--- config.mk ---
export PLATFORM = sky130hd
export DESIGN_NAME = crs_sequencer
export DESIGN_NICKNAME = d
export VERILOG_FILES = /design/src/core/crs_pkg.sv /design/src/core/crs_sequencer.sv /design/src/core/crs_hold_filter.sv
export SDC_FILE = /design/constraint.sdc
export NUM_CORES = 1
export LEC_CHECK = 0
export ABC_CLOCK_PERIOD_IN_PS = 2200
export BUFFER_PORTS_ARGS = -buffer_cell sky130_fd_sc_hd__clkbuf_2
export CAP_MARGIN = 20
export CORE_MARGIN = 2
export CORE_UTILIZATION = 47
export CTS_CLUSTER_DIAMETER = 80
export DETAILED_ROUTE_END_ITERATION = 12
export PLACE_DENSITY = 0.89
export SKIP_CTS_REPAIR_TIMING = 1
export SYNTH_ARGS = -nofsm -noshare
export SYNTH_HDL_FRONTEND = slang
export SYNTH_SLANG_ARGS = --single-unit
--- constraint.sdc ---
create_clock -name CLK -period 2.2 [get_ports CLK]
set_input_delay 0 -clock CLK [delete_from_list [all_inputs] [get_ports CLK]]
set_output_delay 0 -clock CLK [all_outputs]
set_load 0.01 [all_outputs]
--- src/core/crs_pkg.sv ---
// Package with constants and carrier types for the chip reset sequencer.
package crs_pkg;

  // Address where the processor starts fetching after reset release.
  localparam logic [31:0] FETCH_ADDR = 32'h0000_0000;

  // Default wake-up clock count once all other release conditions hold.
  localparam int WAKE_CYCLES_DEFAULT = 64;

  // Depth of the brown-out level filter in the small helper module.
  localparam int SYNC_STAGES = 2;

  // Reset-status pin level while reset is active and after release.
  localparam logic RSTAT_ACTIVE = 1'b0;
  localparam logic RSTAT_IDLE = 1'b1;

  // Reset source requests gathered together.
  typedef struct packed {
    logic pin;       // External reset pin, active.
    logic watchdog;  // Watchdog reset request.
    logic poweron;   // Power-on detector asserting.
    logic brownout;  // Brown-out detector asserting.
  } crs_src_t;

  // Release conditions that must all hold before the timer may finish.
  typedef struct packed {
    logic osc_ok;    // Oscillator running.
    logic flash_ok;  // Flash controller initialised.
    logic supply_ok; // Supply at a usable level.
  } crs_cond_t;

  // Sequencer states.
  typedef enum logic [1:0] {
    CRS_HOLD,
    CRS_WAIT,
    CRS_RUN
  } crs_state_t;

endpackage

--- src/core/crs_sequencer.sv ---
// Chip reset sequencer merging four reset sources into internal reset.
`timescale 1ns/1ps

// Contract
// - Any of four sources asserts chip reset.
// - Usable supply, reset drives status low, timer.
// - Hold reset until pin, oscillator, count, flash.
// - Status high the cycle after release; brown-out waits recovery.
// - After release, processor fetches at address zero.
// - Registers hold reset values at release.
module crs_sequencer #(
  parameter int WAKE_CYCLES = crs_pkg::WAKE_CYCLES_DEFAULT
) (
  input wire logic CLK,
  input wire logic ARST_N,
  input wire crs_pkg::crs_src_t SRC,
  input wire crs_pkg::crs_cond_t COND,
  output logic SYS_RESET_N,
  output logic RESET_STATUS_OUT,
  output logic [31:0] FETCH_ADDR,
  output logic FETCH_START
);

  localparam int CW = (WAKE_CYCLES < 2) ? 1 : $clog2(WAKE_CYCLES + 1);
  localparam logic [CW-1:0] WAKE_LAST = CW'(WAKE_CYCLES - 1);

  // Refuse a wake count of zero.
  if (WAKE_CYCLES < 1) begin : g_chk
    $error("WAKE_CYCLES must be at least one.");
  end

  // All state of the sequencer in one packed struct.
  typedef struct packed {
    crs_pkg::crs_state_t state; // Sequencer phase.
    logic [CW-1:0] count;       // Wake-up timer.
    logic sys_reset_n;          // Internal reset, active low.
    logic rstat;                // Reset-status pin level.
    logic [31:0] fetch_addr;    // Start address handed to the core.
    logic fetch_start;          // One-cycle pulse at reset release.
  } crs_st_t;

  crs_st_t st;
  crs_st_t next_st;
  logic any_src;    // Some source is requesting reset.
  logic bod_held;   // Brown-out still seen or recently seen.
  logic ready;      // Pin free, oscillator and flash ready; supply is checked apart.

  // Brown-out recovery tracking.
  crs_hold_filter #(
    .STAGES(crs_pkg::SYNC_STAGES)
  ) u_bod (
    .clk(CLK),
    .arst_n(ARST_N),
    .level_in(SRC.brownout),
    .held(bod_held)
  );

  // Any single source suffices to request reset.
  assign any_src = SRC.pin | SRC.watchdog | SRC.poweron | SRC.brownout;
  assign ready = ~SRC.pin & COND.osc_ok & COND.flash_ok;

  // Next-state logic of the sequencer.
  always_comb begin
    next_st = st;
    next_st.fetch_start = 1'b0;
    unique case (st.state)
      crs_pkg::CRS_HOLD: begin
        // Wait for a usable supply before anything is driven.
        next_st.sys_reset_n = 1'b0;
        next_st.count = '0;
        if (COND.supply_ok) begin
          next_st.state = crs_pkg::CRS_WAIT;
          next_st.rstat = crs_pkg::RSTAT_ACTIVE;
        end
      end
      crs_pkg::CRS_WAIT: begin
        // Count only while all release conditions hold.
        next_st.sys_reset_n = 1'b0;
        next_st.rstat = crs_pkg::RSTAT_ACTIVE;
        if (any_src || !ready) begin
          next_st.count = '0;
        end else if (st.count == WAKE_LAST) begin
          // Release reset and hand the start address over.
          next_st.state = crs_pkg::CRS_RUN;
          next_st.sys_reset_n = 1'b1;
          next_st.fetch_addr = crs_pkg::FETCH_ADDR;
          next_st.fetch_start = 1'b1;
        end else begin
          next_st.count = st.count + CW'(1);
        end
      end
      crs_pkg::CRS_RUN: begin
        // Status goes high once brown-out has fully cleared.
        if (!bod_held) begin
          next_st.rstat = crs_pkg::RSTAT_IDLE;
        end
        if (any_src) begin
          // A new request restarts the whole sequence.
          next_st.state = crs_pkg::CRS_WAIT;
          next_st.sys_reset_n = 1'b0;
          next_st.rstat = crs_pkg::RSTAT_ACTIVE;
          next_st.count = '0;
        end
      end
      default: begin
        next_st.state = crs_pkg::CRS_HOLD;
      end
    endcase
    if (!COND.supply_ok) begin
      // Supply lost: fall back to holding.
      // The status pin follows internal reset down, so that the board
      // never sees status high while the core is held in reset.
      next_st.state = crs_pkg::CRS_HOLD;
      next_st.sys_reset_n = 1'b0;
      next_st.rstat = crs_pkg::RSTAT_ACTIVE;
      next_st.count = '0;
    end
  end

  // Register the state; all outputs take defined reset values.
  always_ff @(posedge CLK or negedge ARST_N) begin
    if (!ARST_N) begin
      st <= '{state: crs_pkg::CRS_HOLD, count: '0, sys_reset_n: 1'b0,
              rstat: crs_pkg::RSTAT_ACTIVE,
              fetch_addr: crs_pkg::FETCH_ADDR, fetch_start: 1'b0};
    end else begin
      st <= next_st;
    end
  end

  assign SYS_RESET_N = st.sys_reset_n;
  assign RESET_STATUS_OUT = st.rstat;
  assign FETCH_ADDR = st.fetch_addr;
  assign FETCH_START = st.fetch_start;

  // A source in run state drops internal reset next cycle.
  src_drop_a: assert property (@(posedge CLK) disable iff (!ARST_N)
    (st.state == crs_pkg::CRS_RUN && any_src && COND.supply_ok)
      |=> !SYS_RESET_N)
    else $error("Reset source did not assert internal reset.");

  // Status is low whenever the sequencer is in the wait state.
  stat_low_a: assert property (@(posedge CLK) disable iff (!ARST_N)
    (st.state == crs_pkg::CRS_WAIT) |-> RESET_STATUS_OUT == 1'b0)
    else $error("Reset status high during reset.");

  // Release only with pin free, oscillator and flash ready.
  rel_cond_a: assert property (@(posedge CLK) disable iff (!ARST_N)
    $rose(SYS_RESET_N) |-> $past(ready) && !$past(any_src))
    else $error("Reset released with a condition missing.");

  // Status stays low while brown-out filter is active.
  bod_stat_a: assert property (@(posedge CLK) disable iff (!ARST_N)
    $rose(RESET_STATUS_OUT) |-> !$past(bod_held))
    else $error("Status rose before brown-out recovery.");

  // Fetch pulse coincides with release at address zero.
  fetch_zero_a: assert property (@(posedge CLK) disable iff (!ARST_N)
    $rose(SYS_RESET_N) |-> FETCH_START &&
      FETCH_ADDR == crs_pkg::FETCH_ADDR)
    else $error("Fetch start missing at reset release.");

  // A supply that is no longer usable drops internal reset next cycle.
  // This guards the override at the end of the next-state logic, which
  // must win over every phase of the sequencer.
  supply_drop_a: assert property (@(posedge CLK) disable iff (!ARST_N)
    !COND.supply_ok |=> !SYS_RESET_N)
    else $error("Internal reset released without usable supply.");

  // Status high is only ever seen while internal reset is released.
  // The status pin may lag the release but must never lead it.
  stat_rel_a: assert property (@(posedge CLK) disable iff (!ARST_N)
    RESET_STATUS_OUT |-> SYS_RESET_N)
    else $error("Reset status high while internal reset held.");

  // The start address handed to the core never moves off zero.
  // A stray write to the register would send the core astray.
  addr_fixed_a: assert property (@(posedge CLK) disable iff (!ARST_N)
    FETCH_ADDR == crs_pkg::FETCH_ADDR)
    else $error("Start address differs from address zero.");

  // Any source seen while waiting keeps internal reset asserted.
  // The count restarts too, so release can never follow at once.
  src_hold_a: assert property (@(posedge CLK) disable iff (!ARST_N)
    (st.state == crs_pkg::CRS_WAIT && any_src) |=> !SYS_RESET_N)
    else $error("Internal reset released with a source active.");

  // Timer restarts on any source reasserting while waiting.
  cnt_restart_a: assert property (@(posedge CLK) disable iff (!ARST_N)
    (st.state == crs_pkg::CRS_WAIT && any_src) |=> st.count == '0)
    else $error("Wake timer did not restart.");

  // Release needs the full count of quiet cycles.
  wake_len_a: assert property (@(posedge CLK) disable iff (!ARST_N)
    $rose(SYS_RESET_N) |-> $past(st.count) == WAKE_LAST)
    else $error("Reset released before the wake count.");

  // Fetch pulse lasts one cycle only.
  fetch_one_a: assert property (@(posedge CLK) disable iff (!ARST_N)
    FETCH_START |=> !FETCH_START)
    else $error("Fetch start longer than one cycle.");

endmodule

--- src/core/crs_hold_filter.sv ---
// Helper that stretches a brown-out indication for STAGES clock cycles after it clears.
`timescale 1ns/1ps

module crs_hold_filter #(
  parameter int STAGES = crs_pkg::SYNC_STAGES
) (
  input wire logic clk,
  input wire logic arst_n,
  input wire logic level_in,
  output logic held
);

  // All state of this module in one packed struct.
  typedef struct packed {
    logic [STAGES-1:0] pipe; // Shift line of recent brown-out samples.
    logic held;              // Any sample in the line was active.
  } crs_hf_t;

  crs_hf_t st;
  crs_hf_t next_st;

  // Refuse a line too short for the shift slice below.
  if (STAGES < 2) begin : g_chk
    $error("crs_hold_filter needs at least two stages.");
  end

  // Shift the level in and report any active sample.
  always_comb begin
    next_st = st;
    next_st.pipe = {st.pipe[STAGES-2:0], level_in};
    next_st.held = level_in | (|st.pipe);
  end

  // Register the state; brown-out assumed at reset.
  always_ff @(posedge clk or negedge arst_n) begin
    if (!arst_n) begin
      st <= '{pipe: '1, held: 1'b1};
    end else begin
      st <= next_st;
    end
  end

  assign held = st.held;

endmodule

-- Yosys cells after proc, flatten, opt, wreduce, memory -nomap -nowiden
Cells that the tools add are included.
- register bits after elaboration: 15
- bits of input ports: 9
- output and inout bits: 35
- logic and storage cells: 46
- $add $sub $neg: 1
- eq/ne operators: 9
- multiplexer cells: 14
- bitwise logic cells: 7
- reduce and logical (&&, ||, !) cells: 8
- operators with widths (operator ; count):
    $pmux W9 S3 ; 1
    $mux W11 ; 2
    $mux W7 ; 2
    $ne A3 B3 Y1 const B ; 3
    $ne A4 B4 Y1 const B ; 2
    $add A7 B1 Y7 const B ; 1
    $eq A7 B6 Y1 const B ; 1
    $mux W1 ; 6
    $pmux W2 S3 ; 1
    $reduce_and A3 Y1 ; 2
    $mux W2 ; 2
    $ne A4 B1 Y1 const B ; 1
    $or A1 B1 Y1 ; 4
    $reduce_and A2 Y1 ; 2
    $and A1 B1 Y1 ; 2
    $eq A2 B1 Y1 const B ; 1
    $eq A2 B2 Y1 const B ; 1
    $logic_not A2 Y1 ; 1
    $reduce_or A2 Y1 ; 1
    $logic_not A1 Y1 ; 1
    $logic_or A1 B1 Y1 ; 1
    $not A1 Y1 ; 1

-- Logic depth before layout (Yosys ltp)
- depth after elaboration: 8
- gate-level depth with buffers: 7
- depth with buffers taken out: 6

-- By module
Synthesis repeated with hierarchy kept, for this count alone.
- cells, all modules: 112
- area, all modules: 1078.5 um^2
- by module, submodules not included (module ; instances ; cells an instance ; area each (um^2) ; seq. area each (um^2)):
    crs_sequencer ; 1 ; 108 ; 993.5 ; 300.3
    crs_hold_filter ; 1 ; 4 ; 85.1 ; 78.8

-- Worst setup path before layout
OpenSTA, ideal clock, no wires.
- kind: register to register
- start point: register st[42] in the netlist's numbering
- end point: register st[35] in the netlist's numbering
- setup time: 0.125 ns
- arrival: 1.764 ns
- data required time: 2.075 ns
- slack: 0.311 ns
- cell stages (with the launch flop): 8
- buffers on the path: 1
- clock period less this slack: 1.889 ns
- cells stage by stage: dfrtp_1 inv_1 ha_1 nor4b_1 a31o_2 buf_2 nor3b_2 mux2_2
- cells in the longest elaborated chain, start to end: 3
- elaborated cells between the ends (all ways): 9
- those cells by class: eq/ne: 5; mux: 2; reduce/logical: 2
- RTL lines (what ; RTL line ; RTL):
    start: declaration ; crs_sequencer.sv:42 ; crs_st_t st;
    start signal: assignment ; crs_sequencer.sv:123 ; st <= '{state: crs_pkg::CRS_HOLD, count: '0, sys_reset_n: 1'b0,
    start signal: assignment ; crs_sequencer.sv:127 ; st <= next_st;
    $eq A2 B2 Y1 (tied with other cells) ; crs_sequencer.sv:66 ; unique case (st.state)
    $ne A4 B1 Y1 (no source line) (tied with other cells) ; -- ;
    $reduce_and A3 Y1 (no source line) / $mux W11 (equally long branches) ; -- ;
Parallel ways exist; a longest one is shown, timed or not.
A chain may end at the register's enable or synchronous reset.

-- Worst setup path after layout
- start point: register st[43] in the netlist's numbering
- end point: register st[35] in the netlist's numbering
The elaborated chain is that of the path after synthesis.

==> flow_summary.toml <==
[routing]
vias = 731
drtIter0Drc = 11
detail-route-antenna-nets = 0
post_drt_wl_per_cell_microns = 11.1
routed_wl_mm = 1.73
route.detailed.drc = 0
viasPerCell = 4.69
firstDrtPassIters = 4

[sta]
final-hold-violation-count = 0
worstMarginPinSlew_ps = 490
fin_crit_ps = 2030
rsz0062_at_grt = "no"
slew-limit-headroom_pct = 66.9
tns_ps = 0
fin_ws_ps = 173
period_share_pct = 92.2
skew_ps = 4.06
setup_viol = 0
timing.hold.ws_ps = 53.5
slew_violations = 0
max_freq_ghz = 0.493

[global_route]
gr-total-overflow = 0
grt_pass1_wl_mm = 2.75
grt_max_degree = 16
grt_pass1_vias = 653
antenna_found_initial = 0
grtUsageTotal_pct = 13.6

[layout]
final-seq-area_sq_um = 379
fillers = 199
design_area_sq_mm = 0.00109
syn2layout_area_growth_pct = 1.39
diodes = 0
multiInputGateArea_sq_um = 548
nets = 143
drive_gt1_share_pct = 21.1

[logic_synthesis]
syn_avg_cell_area_sq_um = 9.63
syn_inst = 112
synth-edff-count = 0
yosysTopAreaCellShare_pct = 27.8
yosysMostFrequentCell = "buf_4"
synth.area.top_cells = "dfrtp_1, buf_4, dfstp_2, ha_1, nand2_1"
synth-main-ff-cell = "dfrtp_1"
synth_seq_cells = 15
yosysTopAreaCell = "dfrtp_1"
ys_top_cells_by_count = "buf_4, dfrtp_1, nand2_1"
netlist_area_sq_mm = 0.00108
yosys_warnings = 0
async_reset_ff_share_pct = 100
synth_seq_area_share_pct = 35.2
synth_cell_type_count = 37

[die]
fp.coreArea_sq_mm = 0.00219
start_util_pct = 49.2
die_x_microns = 51.9
rows = 17
die_h_microns = 51.9
die-area_sq_mm = 0.00269
io_pins = 44

[worst_setup_path]
slowest_delay_ps = 500
cp-start-kind = "flip-flop"
cp-end-kind = "flip-flop"
slowest_stage = "nor4b_1"
worstPathRequired_ps = 2360
path_cells = "inv_1 > ha_1 > nor4b_1 > a31o_2 > nor3b_2 > mux2_2"
critPathArrivalTime_ps = 2190
path_max_fanout = 9
critPathKind = "reg2reg"

[job]
maxCapViolations = 0

[clocking]
clock_latency_ps = 280
clock-sinks = 15
htreeDepth = 1
cts-root-buf = "clkbuf_4"
clock_path_buffers = 2
cts_made_buffers = 3
clk_pin_slew_worst_paths_ps = 80
cts_tree = "yes"

[placement]
hpwl_mm = 1.37
placed_area_sq_mm = 0.00105
gp_congestion = 0.845
portBuffers = 11
pre_cts_slack_ps = 166

[power_and_ir_drop]
ir_worst_vdd_v = 0.000323
power.density_mw_per_mm2 = 495
p_leak_nw = 0.567

[hold_path]
min_path_type = "in2reg"

[status]
status = "completed"
==> cells by family (layout without fill, tap and decap cells) <==
| family | after synthesis | count (layout) | share of synthesized area, % |
|---|---|---|---|
| buffers and inverters | 39 | 24 | 24.8 |
| DFF | 15 | 15 | 35.2 |
| muxes | 2 | 2 | 1.97 |
| other | 1 | 32 | 0.348 |
| AOI/OAI and AO/OA | 20 | 20 | 13.3 |
| and+or+nand+nor | 30 | 30 | 18.6 |
| adders and majority gates | 5 | 5 | 5.80 |
==> final timing paths <==
kind / startpoint / endpoint / slack [ps] / cells past startpoint
max: st[43] / st[35] / 170 / 6
min: COND[0] / st[43] / 50 / 2
max reg2reg: st[43] / st[35] / 170 / 6
min reg2reg: u_bod.next_st[2] / u_bod.st[2] / 370 / 0
max in group asynchronous: ARST_N / u_bod.next_st[2] / 1720 / 2
min in group asynchronous: ARST_N / st[36] / 170 / 2
==> worst max-delay path: cells and delay by family, from the launching register on <==
| family | cells | cell delay (ps) |
|---|---|---|
| AOI/OAI and AO/OA | 1 | 290 |
| DFF | 1 | 400 |
| and+or+nand+nor | 2 | 600 |
| muxes | 1 | 280 |
| adders and majority gates | 1 | 240 |
| buffers and inverters | 1 | 80 |
==> cells in the final DEF (no fill, tap or decap), types with 2 or more instances in the layout <==
cell and count:
a21oi_1 4, clkbuf_2 11, nor4_1 3, nand2_1 7, dfstp_2 3, dlygate4sd3_1 2
or2_2 2, nand3_1 3, dfrtp_1 12, ha_1 5, a22o_1 2, inv_1 6
clkbuf_4 3, nor2_1 4, o21ai_0 4, a211o_1 2, conb_1 32
==> per-stage QoR <==
stage | utilization, % | total power [mW] | std cells
2_1_floorplan | - | 0.408 | 143
5_1_grt | 49.9 | 0.573 | 156
3_3_place_gp | 47.8 | 0.390 | 150
4_1_cts | 49.0 | 0.545 | 154
3_5_place_dp | 47.8 | 0.393 | 150
6_report | 49.9 | 0.541 | 156
==> final cells by class <==
class,instances,area share (%)
repair buffers,14,7.55
flip-flops and latches,15,34.7
inverters,6,2.06
multi-input cells,89,50.1
clock buffers,4,2.40
well taps,28,3.20
==> power by group <==
group | internal [mW] | switching, mW | total [mW]
Clock | 0.0703 | 0.0789 | 0.149
Combinational | 0.0317 | 0.0703 | 0.102
Sequential | 0.285 | 0.00474 | 0.290
Total | 0.387 | 0.154 | 0.541
==> sequential cells by signal, summed over array words and instances (netlist names) <==
signal            flops
u_bod.held            1
FETCH_START           1
RESET_STATUS_OUT      1
u_bod.st              1
st                    9
u_bod.next_st         1
SYS_RESET_N           1
==> routing by layer <==
metal	up-vias	part of all wire (%)	track usage, %
li1	357	-	-
met1	346	42	16.4
met2	24	52	24.1
met3	4	5.0	2.30
met4	0	0.98	5.26
met5	-	0	0
Note: power is estimated with default switching activity, not from simulation.
